### config.mk
export PLATFORM = sky130hd
export DESIGN_NAME = three_wire_serial_io
export DESIGN_NICKNAME = d
export VERILOG_FILES = /design/src/three_wire_serial_io_pkg.sv /design/src/clock_rate_divider.sv /design/src/three_wire_serial_io.sv
export SDC_FILE = /design/constraint.sdc
export NUM_CORES = 1
export LEC_CHECK = 0
export ABC_AREA = 1
export BUFFER_PORTS_ARGS = -buffer_cell sky130_fd_sc_hd__buf_2
export CELL_PAD_IN_SITES_DETAIL_PLACEMENT = 0
export CELL_PAD_IN_SITES_GLOBAL_PLACEMENT = 1
export CORE_AREA = 5 5 100 102
export DETAILED_ROUTE_END_ITERATION = 10
export DIE_AREA = 0 0 105 107
export HOLD_SLACK_MARGIN = 0.05
export PLACE_DENSITY = 0.88
export REMOVE_ABC_BUFFERS = 1
export SLEW_MARGIN = 20
export SYNTH_ARGS = -nofsm -noshare
export SYNTH_HDL_FRONTEND = slang
export SYNTH_SLANG_ARGS = --single-unit
export TNS_END_PERCENT = 100
### constraint.sdc
create_clock -name core_clk -period 2 [get_ports core_clk]
set_input_delay 0.1 -clock core_clk [delete_from_list [all_inputs] [get_ports core_clk]]
set_output_delay 0.1 -clock core_clk [all_outputs]
set_load 0.1 [all_outputs]
### src/three_wire_serial_io_pkg.sv
// Constants, field layouts and carrier types of the three-wire serial unit.
package three_wire_serial_io_pkg;

  // ****************************************************************
  // Register offsets on the internal bus.
  // ****************************************************************
  localparam logic [15:0] port1_latch_offset = 16'hff01;
  localparam logic [15:0] port1_level_offset = 16'hff02;
  localparam logic [15:0] port1_direction_offset = 16'hff21;
  localparam logic [15:0] serial_mode_control_offset = 16'hff80;
  localparam logic [15:0] clock_config_register_offset = 16'hff81;
  localparam logic [15:0] serial_shift_register_offset = 16'hff82;
  localparam logic [15:0] transmit_buffer_offset = 16'hff83;
  localparam logic [15:0] transfer_status_offset = 16'hff84;

  // ****************************************************************
  // Field positions.
  // ****************************************************************
  localparam int serial_enable_bit_pos = 7;
  localparam int transmit_receive_select_pos = 6;
  localparam int first_bit_order_pos = 4;
  localparam int transfer_active_flag_pos = 0;
  localparam int clock_polarity_select_pos = 4;
  localparam int data_phase_select_pos = 3;
  localparam int clock_rate_select_lsb = 0;
  localparam int transfer_done_irq_flag_pos = 0;
  localparam int clock_pin_bit = 0;
  localparam int input_pin_bit = 1;
  localparam int output_pin_bit = 2;

  // ****************************************************************
  // Reset values and fixed codes.
  // ****************************************************************
  localparam logic [7:0] port1_direction_reset = 8'hff;
  localparam logic [7:0] port1_latch_reset = 8'h00;
  localparam logic [7:0] transmit_buffer_reset = 8'h00;
  localparam logic [2:0] slave_clock_code = 3'h7;
  localparam logic [2:0] last_bit_index = 3'h7;
  localparam logic [3:0] frame_pulses = 4'h8;

  // Software-written mode bits; the active flag lives apart.
  typedef struct packed {
    logic serial_enable_bit;
    logic transmit_receive_select;
    logic first_bit_order;
  } mode_type;

  // Clock configuration fields.
  typedef struct packed {
    logic clock_polarity_select;
    logic data_phase_select;
    logic [2:0] clock_rate_select;
  } clock_config_type;

  // Drive of one two-way pin.
  typedef struct packed {
    logic out;
    logic oe;
  } pin_drive_type;

endpackage : three_wire_serial_io_pkg

### src/clock_rate_divider.sv
// Half-period tick generator for the master serial clock.
module clock_rate_divider (
  // Clock and reset.
  input wire logic core_clk,
  input wire logic reset,
  // Control.
  input wire logic run,
  input wire logic [2:0] rate_sel,
  // Tick, one cycle, once per half serial clock period.
  output logic tick
);

  // ****************************************************************
  // Counter.
  // ****************************************************************
  // Half period is 2^code core cycles, so a full period is 2^(code+1).
  logic [6:0] cnt_q;
  logic [6:0] cnt_d;
  wire logic [6:0] limit_w;

  assign limit_w = 7'((7'h01 << rate_sel) - 7'h01);
  assign tick = run && (cnt_q == limit_w);
  // Restart on every tick and while stopped so the first half period
  // of a frame is full length.
  assign cnt_d = (!run || tick) ? 7'h00 : 7'(cnt_q + 7'h01);

  // Counter register.
  always_ff @(posedge core_clk) begin
    if (reset) begin
      cnt_q <= 7'h00;
    end else begin
      cnt_q <= cnt_d;
    end
  end
endmodule : clock_rate_divider

### src/three_wire_serial_io.sv
// Three-wire clocked serial unit with its port 1 pin control.
module three_wire_serial_io (
  // Clock and reset.
  input wire logic core_clk,
  input wire logic reset,
  // Register port.
  input wire logic [15:0] reg_addr,
  input wire logic [7:0] reg_wdata,
  input wire logic reg_write,
  input wire logic reg_read,
  output logic [7:0] reg_rdata,
  // Serial clock pin.
  input wire logic serial_clock_pin_in,
  output logic serial_clock_pin_out,
  output logic serial_clock_pin_oe,
  // Serial input pin.
  input wire logic serial_in_pin_in,
  output logic serial_in_pin_out,
  output logic serial_in_pin_oe,
  // Serial output pin.
  input wire logic serial_out_pin_in,
  output logic serial_out_pin_out,
  output logic serial_out_pin_oe,
  // Status.
  output logic transfer_done_irq_flag,
  output logic transfer_active_flag
);

  // ****************************************************************
  // Register state.
  // ****************************************************************
  logic [7:0] dir_q; // Port 1 direction bits.
  logic [7:0] latch_q; // Port 1 output latches.
  three_wire_serial_io_pkg::mode_type mode_q; // Enable, mode and order.
  three_wire_serial_io_pkg::clock_config_type cfg_q; // Clock setup.
  logic [7:0] tx_q; // Transmit buffer.
  logic [7:0] shift_q; // Serial shift register.
  logic [7:0] shift_d;
  logic active_q; // Transfer in progress.
  logic active_d;
  logic done_q; // Sticky completion flag.
  logic done_d;
  logic [7:0] rdata_d;

  // ****************************************************************
  // Frame state.
  // ****************************************************************
  logic sck_q; // Master serial clock level.
  logic sck_d;
  logic clk_prev_q; // Last sampled clock pin level, for slave edges.
  logic [2:0] bit_cnt_q; // Bits finished in this frame.
  logic [2:0] bit_cnt_d;
  logic so_q; // Serial data output.
  logic so_d;
  logic sample_q; // Input bit caught at the leading edge.
  logic sample_d;
  three_wire_serial_io_pkg::pin_drive_type clk_pin_d;
  three_wire_serial_io_pkg::pin_drive_type in_pin_d;
  three_wire_serial_io_pkg::pin_drive_type out_pin_d;

  // ****************************************************************
  // Address decode.
  // ****************************************************************
  wire logic hit_dir_w;
  wire logic hit_latch_w;
  wire logic hit_level_w;
  wire logic hit_mode_w;
  wire logic hit_cfg_w;
  wire logic hit_shift_w;
  wire logic hit_tx_w;
  wire logic hit_status_w;

  assign hit_dir_w =
    reg_addr == three_wire_serial_io_pkg::port1_direction_offset;
  assign hit_latch_w =
    reg_addr == three_wire_serial_io_pkg::port1_latch_offset;
  assign hit_level_w =
    reg_addr == three_wire_serial_io_pkg::port1_level_offset;
  assign hit_mode_w =
    reg_addr == three_wire_serial_io_pkg::serial_mode_control_offset;
  assign hit_cfg_w =
    reg_addr == three_wire_serial_io_pkg::clock_config_register_offset;
  assign hit_shift_w =
    reg_addr == three_wire_serial_io_pkg::serial_shift_register_offset;
  assign hit_tx_w =
    reg_addr == three_wire_serial_io_pkg::transmit_buffer_offset;
  assign hit_status_w =
    reg_addr == three_wire_serial_io_pkg::transfer_status_offset;

  // ****************************************************************
  // Mode decode and transfer start.
  // ****************************************************************
  wire logic en_w;
  wire logic trmd_w;
  wire logic lsb_first_w;
  wire logic master_w;
  wire logic idle_w;
  wire logic start_tx_w;
  wire logic start_rx_w;
  wire logic start_w;

  assign en_w = mode_q.serial_enable_bit;
  assign trmd_w = mode_q.transmit_receive_select;
  assign lsb_first_w = mode_q.first_bit_order;
  // Rate code all ones hands the clock to the far end.
  assign master_w = cfg_q.clock_rate_select !=
    three_wire_serial_io_pkg::slave_clock_code;
  // Polarity zero idles the clock high, polarity one idles it low.
  assign idle_w = !cfg_q.clock_polarity_select;
  // A start while a frame runs is ignored; software must not do it.
  assign start_tx_w = reg_write && hit_tx_w && en_w && trmd_w &&
    !active_q;
  assign start_rx_w = reg_read && hit_shift_w && en_w && !trmd_w &&
    !active_q;
  assign start_w = start_tx_w || start_rx_w;

  // ****************************************************************
  // Serial clock edges.
  // ****************************************************************
  wire logic tick_w;
  wire logic lead_w;
  wire logic trail_w;
  wire logic done_evt_w;
  wire logic sin_w;
  wire logic [7:0] shifted_w;
  wire logic out_bit_w;
  wire logic next_bit_w;
  wire logic first_bit_w;

  // The divider only runs inside a master frame.
  clock_rate_divider rate_div (
    .core_clk(core_clk),
    .reset(reset),
    .run(active_q && master_w),
    .rate_sel(cfg_q.clock_rate_select),
    .tick(tick_w)
  );

  // Leading edge leaves the idle level, trailing edge returns to it.
  // Slave edges come from the pin, which is already in this clock domain.
  assign lead_w = active_q && (master_w ? (tick_w && sck_q == idle_w) :
    (clk_prev_q == idle_w && serial_clock_pin_in != idle_w));
  assign trail_w = active_q && (master_w ? (tick_w && sck_q != idle_w) :
    (clk_prev_q != idle_w && serial_clock_pin_in == idle_w));
  // The eighth trailing edge closes the frame.
  assign done_evt_w = trail_w &&
    bit_cnt_q == three_wire_serial_io_pkg::last_bit_index;

  // Phase zero samples at the trailing edge, phase one at the leading.
  assign sin_w = cfg_q.data_phase_select ? sample_q :
    serial_in_pin_in;
  assign shifted_w = lsb_first_w ? {sin_w, shift_q[7:1]} :
    {shift_q[6:0], sin_w};
  assign out_bit_w = lsb_first_w ? shift_q[0] : shift_q[7];
  assign next_bit_w = lsb_first_w ? shifted_w[0] : shifted_w[7];
  assign first_bit_w = lsb_first_w ? reg_wdata[0] : reg_wdata[7];

  // ****************************************************************
  // Next-state logic.
  // ****************************************************************
  // Active flag, shift register and bit counter. Enable low clears
  // them on the next edge; there is no asynchronous path in this
  // design, so a clear lands one cycle after the write.
  always_comb begin
    active_d = active_q;
    shift_d = shift_q;
    bit_cnt_d = bit_cnt_q;
    if (!en_w) begin
      active_d = 1'b0;
      shift_d = 8'h00;
      bit_cnt_d = 3'h0;
    end else if (start_w) begin
      active_d = 1'b1;
      bit_cnt_d = 3'h0;
      if (start_tx_w) begin
        shift_d = reg_wdata;
      end
    end else if (trail_w) begin
      shift_d = shifted_w;
      bit_cnt_d = 3'(bit_cnt_q + 3'h1);
      if (done_evt_w) begin
        active_d = 1'b0;
      end
    end
  end

  // Master clock: toggles on each tick, parks at idle between frames.
  // A stop in mid-frame parks it at once, so no half pulse is left.
  assign sck_d = (!active_q || !en_w) ? idle_w :
    (tick_w ? !sck_q : sck_q);

  // Input sample for phase one, caught at the leading edge.
  assign sample_d = lead_w ? serial_in_pin_in : sample_q;

  // Serial data output. Receive-only and stop hold it low. Phase one
  // shows the first bit at the start, phase zero at the leading edge.
  always_comb begin
    so_d = so_q;
    if (!en_w || !trmd_w) begin
      so_d = 1'b0;
    end else if (start_tx_w && cfg_q.data_phase_select) begin
      so_d = first_bit_w;
    end else if (lead_w && !cfg_q.data_phase_select) begin
      so_d = out_bit_w;
    end else if (trail_w && cfg_q.data_phase_select && !done_evt_w) begin
      so_d = next_bit_w;
    end
  end

  // Completion flag: hardware set wins over a software clear.
  assign done_d = done_evt_w || (done_q && !(reg_write && hit_status_w &&
    !reg_wdata[three_wire_serial_io_pkg::transfer_done_irq_flag_pos]));

  // ****************************************************************
  // Pin routing.
  // ****************************************************************
  // Each direction bit opens or closes its output buffer. The serial
  // unit only takes a pin's value over while it is enabled and the
  // pin carries a serial signal in this mode.
  always_comb begin
    clk_pin_d.oe = !dir_q[three_wire_serial_io_pkg::clock_pin_bit];
    in_pin_d.oe = !dir_q[three_wire_serial_io_pkg::input_pin_bit];
    out_pin_d.oe = !dir_q[three_wire_serial_io_pkg::output_pin_bit];
    in_pin_d.out = latch_q[three_wire_serial_io_pkg::input_pin_bit];
    if (en_w && master_w) begin
      clk_pin_d.out = sck_q;
    end else begin
      clk_pin_d.out = latch_q[three_wire_serial_io_pkg::clock_pin_bit];
    end
    if (en_w && trmd_w) begin
      out_pin_d.out = so_q;
    end else begin
      out_pin_d.out = latch_q[three_wire_serial_io_pkg::output_pin_bit];
    end
  end

  // ****************************************************************
  // Read data.
  // ****************************************************************
  // A read with no strobe or at an unmapped address returns zero.
  always_comb begin
    rdata_d = 8'h00;
    if (!reg_read) begin
      rdata_d = 8'h00;
    end else if (hit_dir_w) begin
      rdata_d = dir_q;
    end else if (hit_latch_w) begin
      rdata_d = latch_q;
    end else if (hit_level_w) begin
      rdata_d = {5'h00, serial_out_pin_in, serial_in_pin_in,
        serial_clock_pin_in};
    end else if (hit_mode_w) begin
      rdata_d = {en_w, trmd_w, 1'b0, lsb_first_w, 3'h0, active_q};
    end else if (hit_cfg_w) begin
      rdata_d = {3'h0, cfg_q};
    end else if (hit_shift_w) begin
      rdata_d = shift_q;
    end else if (hit_tx_w) begin
      rdata_d = tx_q;
    end else if (hit_status_w) begin
      rdata_d = {7'h00, done_q};
    end
  end

  // ****************************************************************
  // Registers written by software.
  // ****************************************************************
  // Configuration takes writes whenever they come; keeping it steady
  // during operation is the software's side of the bargain.
  always_ff @(posedge core_clk) begin
    if (reset) begin
      dir_q <= three_wire_serial_io_pkg::port1_direction_reset;
      latch_q <= three_wire_serial_io_pkg::port1_latch_reset;
      mode_q <= '0;
      cfg_q <= '0;
      tx_q <= three_wire_serial_io_pkg::transmit_buffer_reset;
    end else if (reg_write) begin
      if (hit_dir_w) begin
        dir_q <= reg_wdata;
      end
      if (hit_latch_w) begin
        latch_q <= reg_wdata;
      end
      if (hit_mode_w) begin
        mode_q <= {reg_wdata[three_wire_serial_io_pkg::serial_enable_bit_pos],
          reg_wdata[three_wire_serial_io_pkg::transmit_receive_select_pos],
          reg_wdata[three_wire_serial_io_pkg::first_bit_order_pos]};
      end
      if (hit_cfg_w) begin
        cfg_q <= reg_wdata[4:0];
      end
      if (hit_tx_w) begin
        tx_q <= reg_wdata;
      end
    end
  end

  // ****************************************************************
  // Frame and output registers.
  // ****************************************************************
  always_ff @(posedge core_clk) begin
    if (reset) begin
      active_q <= 1'b0;
      shift_q <= 8'h00;
      bit_cnt_q <= 3'h0;
      done_q <= 1'b0;
      sck_q <= 1'b1;
      clk_prev_q <= 1'b1;
      so_q <= 1'b0;
      sample_q <= 1'b0;
    end else begin
      active_q <= active_d;
      shift_q <= shift_d;
      bit_cnt_q <= bit_cnt_d;
      done_q <= done_d;
      sck_q <= sck_d;
      clk_prev_q <= serial_clock_pin_in;
      so_q <= so_d;
      sample_q <= sample_d;
    end
  end

  // Every top-level output comes from its own flip-flop.
  always_ff @(posedge core_clk) begin
    if (reset) begin
      reg_rdata <= 8'h00;
      serial_clock_pin_out <= 1'b0;
      serial_clock_pin_oe <= 1'b0;
      serial_in_pin_out <= 1'b0;
      serial_in_pin_oe <= 1'b0;
      serial_out_pin_out <= 1'b0;
      serial_out_pin_oe <= 1'b0;
      transfer_done_irq_flag <= 1'b0;
      transfer_active_flag <= 1'b0;
    end else begin
      reg_rdata <= rdata_d;
      serial_clock_pin_out <= clk_pin_d.out;
      serial_clock_pin_oe <= clk_pin_d.oe;
      serial_in_pin_out <= in_pin_d.out;
      serial_in_pin_oe <= in_pin_d.oe;
      serial_out_pin_out <= out_pin_d.out;
      serial_out_pin_oe <= out_pin_d.oe;
      transfer_done_irq_flag <= done_d;
      transfer_active_flag <= active_d;
    end
  end

  // Leading edges seen in the current frame.
  logic [3:0] lead_cnt_q;
  always_ff @(posedge core_clk) begin
    if (reset || start_w) begin
      lead_cnt_q <= 4'h0;
    end else if (lead_w) begin
      lead_cnt_q <= 4'(lead_cnt_q + 4'h1);
    end
  end
endmodule : three_wire_serial_io

* Word level (Yosys, flattened, before mapping)
Cells that the tools add are included.
Word-level totals: latch bits 0, memory bits (writable) 0, register bits after elaboration 70, output and inout bits 16, word-level logic and storage cells 137, memories kept 0, bits in read-only memories 0
Operators by class: $add $sub $neg 3, magnitude comparators 0, divide/modulo/power cells 0, multipliers 0, bitwise gates (word level) 2, shifts and indexed selects 1, multiplexer cells 28, reductions and logical operators 60, eq/ne operators 18
Operators by type and width (number):
- 16-bit equality test (second input constant) | 8
- 8-bit two-way mux | 11
- 1-bit logical AND | 26
- 1-bit two-way mux | 17
- 2-bit AND reduction | 7
- 1-bit zero test | 13
- 2-bit OR reduction | 4
- 7-bit by 1-bit adder with 7-bit output (second input constant) | 1
- 7-bit equality test | 1
- 1-bit by 3-bit left shift with 7-bit output (first input constant) | 1
- 7-bit by 1-bit subtractor with 7-bit output (second input constant) | 1
- 2-bit nonzero test | 3
- 1-bit logical OR | 5
- 3-bit by 1-bit adder with 3-bit output (second input constant) | 1
- 1-bit equality test | 3
- 3-bit equality test (second input constant) | 1
- 1-bit != test | 3
- 3-bit != test (second input constant) | 1
- 3-bit nonzero test | 1
- 3-bit OR reduction | 1
- 2-bit != test (second input constant) | 1
- 1-bit inverter | 2

* Logic depth before layout (Yosys ltp)
word-level depth 13, gate-level depth with buffers 15, gate-level depth less buffers 14

* Modules after synthesis
Synthesis repeated with hierarchy kept, for this count alone.
Unflattened totals: cells, all modules 529, area, all modules 3691.0 sq um
By module, submodules not included:
- three_wire_serial_io | sequential area each 1261.2 sq um, cells an instance 460, instances 1, area an instance 3218.1 sq um
- clock_rate_divider | sequential area each 140.1 sq um, cells an instance 69, instances 1, area an instance 473.0 sq um

* Worst setup path after synthesis
OpenSTA, ideal clock, no wires.
path kind reg-to-reg, start register, netlist name transfer_active_flag, end register shift_q[2], path slack -0.137 ns, buffers on the path 1, arrival time 2.073 ns, stages on the path, launching flop included 9, setup time 0.064 ns, period minus slack after synthesis 2.137 ns, data required time 1.936 ns, cells stage by stage dfxtp_1 > inv_1 > nand3_2 > nand2_4 > inv_2 > buf_6 > o211ai_1 > and3_1 > nor2_1
RTL lines:
- end signal: assignment | RTL line three_wire_serial_io.sv:313 | shift_q <= shift_d;
- end: declaration | RTL line three_wire_serial_io.sv:37 | logic [7:0] shift_q;

* Worst setup path in the final report
start register cfg_q[2] (netlist name), end register shift_q[2]
Between the ends: word-level cells in the longest chain between the ends 9, elaborated cells between the ends (all ways) 11, those cells by class 1 x add/sub; 2 x eq/ne; 1 x shift; 1 x mux; 6 x reduce/logical
Ends and longest elaborated chain:
- start: declaration | RTL line three_wire_serial_io.sv:35 | three_wire_serial_io_pkg::clock_config_type cfg_q;
- start signal: assignment | RTL line three_wire_serial_io.sv:290 | cfg_q <= reg_wdata[4:0];
- 1-bit by 3-bit left shift with 7-bit output | RTL line clock_rate_divider.sv:21 | assign limit_w = 7'((7'h01 << rate_sel) - 7'h01);
- 7-bit by 1-bit subtractor with 7-bit output | RTL line clock_rate_divider.sv:21
- 7-bit equality test | RTL line clock_rate_divider.sv:22 | assign tick = run && (cnt_q == limit_w);
- 1-bit logical AND | RTL line clock_rate_divider.sv:22
- 1-bit logical AND | RTL line three_wire_serial_io.sv:143 | assign trail_w = active_q && (master_w ? (tick_w && sck_q != idle_w) :
- 1-bit two-way mux * | RTL line three_wire_serial_io.sv:143
- 1-bit logical AND * | RTL line three_wire_serial_io.sv:143
- 2-bit nonzero test (no line) *
- 2-bit AND reduction (no line) *
Every way passes the cells marked *; elsewhere a longest branch is shown, timed or not. A chain may end at the register's enable or synchronous reset.

==> results.sh <==
export IMPL_status="finished, final reports clean"
export IMPL_via_count=3578
export IMPL_fp_dieArea_sq_mm=0.01124
export IMPL_ys_seq_elements=70
export IMPL_cellInternalPower_mw=2.040
export IMPL_clock_tree_buffer_depth=2
export IMPL_cts_tree="yes"
export IMPL_grt_setup_unrepaired="no"
export IMPL_final_period_utilization=0.8845
export IMPL_synth_async_reset_ratio=0
export IMPL_global_route_wire_length_before_repair_um=16750
export IMPL_power_share_combinational=0.047
export IMPL_path_cells="nand3_4 -> xor2_1 -> nor2_2 -> nand4_1 -> nand2_2 -> nand2_4 -> nand2_4 -> and3_1 -> nor2_1"
export IMPL_placement_rows=35
export IMPL_synth_top_cell_area_share=0.3904
export IMPL_combined_area_of_all_synthesized_cells_sq_mm=0.003590
export IMPL_port_buffer_count=46
export IMPL_worstPathBufferInverterCount=0
export IMPL_setup_worst_path_end_class="flip-flop"
export IMPL_yosysWarningCount=0
export IMPL_path_clk_slew_ps=80
export IMPL_groute_layer_met3_usage=0.04997
export IMPL_netlist_top_cells_area="sky130_fd_sc_hd__dfxtp_1 39%, sky130_fd_sc_hd__nand2_1 9.7%, sky130_fd_sc_hd__inv_1 7.0%"
export IMPL_number_of_instances_on_the_worst_hold_path=5
export IMPL_critPathMaxFanout=16
export IMPL_grt_start_max_net_pins=29
export IMPL_layout_filler_cells=915
export IMPL_dieHeight_um=107
export IMPL_synth_sequential_area_ratio=0.3904
export IMPL_yosys_cell_types=37
export IMPL_grt_usage=0.1837
export IMPL_period_needed_ps=1769
export IMPL_antenna_found_initial=0
export IMPL_grt_met2_usage=0.2783
export IMPL_core_sq_mm=0.009021
export IMPL_num_nets_final=604
export IMPL_wire_per_inst_um=14.86
export IMPL_crit_cells=9
export IMPL_yosys_cell_count_top_type="sky130_fd_sc_hd__nand2_1"
export IMPL_globalRouteMet1Util=0.2481
export IMPL_timing_hold_violations_final=0
export IMPL_drt_iter0_drc=166
export IMPL_cts_inserted_buffers=9
export IMPL_final_setup_viol_count=0
export IMPL_antenna_cells=0
export IMPL_multi_input_comb_area_sq_mm=0.001836
export IMPL_initial_core_util=0.3979
export IMPL_slew_limit_headroom=0.6752
export IMPL_worst_endpoint_arrival_ps=2020
export IMPL_grt_pass1_vias=3381
export IMPL_total_negative_setup_slacks_ps=0
export IMPL_seqPwrFrac=0.518
export IMPL_synth_edf_count=0
export IMPL_average_instance_area_after_synthesis_sq_um=6.970
export IMPL_register_area_sq_mm=0.001404
export IMPL_drt_first_pass_iters=5
export IMPL_start_kind="flip-flop"
export IMPL_synthesis_instances=515
export IMPL_power_density_mw_per_mm2=643.4
export IMPL_cell_leakage_power_nw=1.798
export IMPL_fin_total_pwr_mw=2.690
export IMPL_drt_drc_violations_left=0
export IMPL_slew_viol_final=0
export IMPL_top_cell_by_count_worst_path="sky130_fd_sc_hd__nand2_4"
export IMPL_crit_path_top_delay_cell="sky130_fd_sc_hd__dfxtp_2"
export IMPL_die_width_um=105
export IMPL_synth_top_flop_cell="sky130_fd_sc_hd__dfxtp_1"
export IMPL_gr_total_overflow=0
export IMPL_critical_path_max_stage_delay_ps=460
export IMPL_clockPowerShare=0.435
export IMPL_ioPinCount=47
export IMPL_timing_critical_path_required_ps=2250
export IMPL_cts_sinks=70
export IMPL_synth_largest_area_cell="sky130_fd_sc_hd__dfxtp_1"
export IMPL_syn_to_final_growth_pct=16.45
export IMPL_cts_max_level=3
export IMPL_timing_fmax_ghz=0.5653
export IMPL_drt_antenna_violating_nets=0
export IMPL_vdd_ir_drop_max_v=0.0002242
export IMPL_switchingPower_mw=0.6495
export IMPL_dp_hpwl_um=7579
export IMPL_hold_path_class="in2reg"
export IMPL_worst_setup_path_type="reg2reg"
export IMPL_worst_max_slew_pin_slew_ps=485.4
export IMPL_gp_congestion=0.9085
export IMPL_clockRootBuffer="sky130_fd_sc_hd__clkbuf_8"
export IMPL_grt_most_used_layer="met2"
export IMPL_final_layout_size_suffix_gt1_frac=0.1672
export IMPL_clock_skew_final_ps=19.12
export IMPL_routed_wl_um=10180
export IMPL_drt_vias_per_instance=5.223
export IMPL_switching_share=0.2415
export IMPL_clk_insertion_delay_late_ps=370
export IMPL_timing_critical_path_max_delay_family="simple AND/OR/NAND/NOR gates"
export IMPL_post_cts_buffers=0
export IMPL_timing_reg2reg_worst_path_depth=9
export IMPL_number_of_maximum_capacitance_violations=0
export IMPL_leading_post_synthesis_cells_by_instance_count="93 x sky130_fd_sc_hd__nand2_1, 70 x sky130_fd_sc_hd__dfxtp_1, 67 x sky130_fd_sc_hd__inv_1"
[area by class of cell]
cell class / count / share of cell area
multi-input cells: 358 / 0.4391
well taps: 111 / 0.03322
clock buffers: 10 / 0.03292
flip-flops and latches: 70 / 0.3358
repair buffers: 59 / 0.08022
inverters: 72 / 0.06465
clock inverters: 5 / 0.01407
[cells in the final DEF (no fill, tap or decap), types with 3 or more instances in the layout]
cell type,instances
sky130_fd_sc_hd__dfxtp_1,68
sky130_fd_sc_hd__nor2_1,52
sky130_fd_sc_hd__nor2_4,3
sky130_fd_sc_hd__o21ai_0,40
sky130_fd_sc_hd__inv_2,5
sky130_fd_sc_hd__o21ai_1,9
sky130_fd_sc_hd__nor2_2,4
sky130_fd_sc_hd__a21oi_1,39
sky130_fd_sc_hd__nand4_1,12
sky130_fd_sc_hd__dlygate4sd3_1,3
sky130_fd_sc_hd__buf_2,46
sky130_fd_sc_hd__nor3_1,11
sky130_fd_sc_hd__and3_1,6
sky130_fd_sc_hd__buf_4,10
sky130_fd_sc_hd__xor2_1,7
sky130_fd_sc_hd__a221oi_1,4
sky130_fd_sc_hd__nand3_1,36
sky130_fd_sc_hd__inv_1,67
sky130_fd_sc_hd__nand2_4,3
sky130_fd_sc_hd__nand2_1,93
sky130_fd_sc_hd__ha_1,3
sky130_fd_sc_hd__o22ai_1,6
sky130_fd_sc_hd__o211ai_1,10
sky130_fd_sc_hd__nand3_2,3
sky130_fd_sc_hd__clkbuf_8,10
[through the flow]
| stage | worst slack (ps) | area, sq um | instances | hold slack (ps) | util |
|---|---|---|---|---|---|
| after global routing | 69.27 | 4180 | 685 | 51.53 | 0.4634 |
| after detailed placement | 87.59 | 3951 | 667 | 363.8 | 0.4380 |
| after CTS | 82.70 | 4178 | 685 | 54.33 | 0.4631 |
| after global placement | 184.2 | 3951 | 667 | 363.2 | 0.4380 |
| final | 231.0 | 4180 | 685 | 61.35 | 0.4634 |
| after floorplan | -106.5 | 3507 | 500 | 166.7 | - |
[power by group through the flow]
stage                     Sequential [mW]  Clock, mW  Combinational [mW]
after global placement               1.43          0               0.118
after CTS                            1.39       1.19               0.124
final                                1.39       1.17               0.126
after floorplan                      1.43          0              0.0444
after detailed placement             1.43          0               0.119
after global routing                 1.39       1.27               0.137
[what timing repair did]
| action | CTS | global route |
|---|---|---|
| hold endpoints to repair | 3 | 0 |
| gates resized for setup | 0 | 2 |
| setup endpoints to repair | 0 | 9 |
| hold buffers | 3 | 0 |
[tightest hold or removal path, delay by kind of cell]
kind,cells,cell delay (ps)
buf+inv,2,120
simple gates,3,170
[sequential cells by signal, indices dropped and copies added (netlist names), 3 cells and up]
signal,flops
tx_q,8
rate_div.cnt_q,7
shift_q,8
dir_q,8
cfg_q,5
reg_rdata,8
bit_cnt_q,3
latch_q,8
[path summary, 6_finish.rpt]
kind | slack, ps | end | startpoint
setup reg to reg | 230 | shift_q[2] | cfg_q[2]
hold / removal | 60 | reg_rdata[2] | serial_out_pin_in
setup / recovery | 230 | shift_q[2] | cfg_q[2]
hold reg to reg | 450 | tx_q[0] | tx_q[0]
[routing by layer]
metal  wire length, um  up-vias
li1                  -     1815
met1              4731     1624
met2              4493      113
met3               735       26
met4               216        0
met5                 0        -
[cell families (layout without fill, tap and decap cells)]
kind of cell,count (synthesis),count (layout),share of synthesized area
DFF,70,70,0.3904
adders and majority gates,3,3,0.01046
and+or+nand+nor,233,233,0.3039
AOI/OAI and AO/OA,114,114,0.1774
xor gates and xnor gates,8,8,0.01952
buffers and inverters,87,146,0.09829
Note: power is estimated with default switching activity, not from simulation.
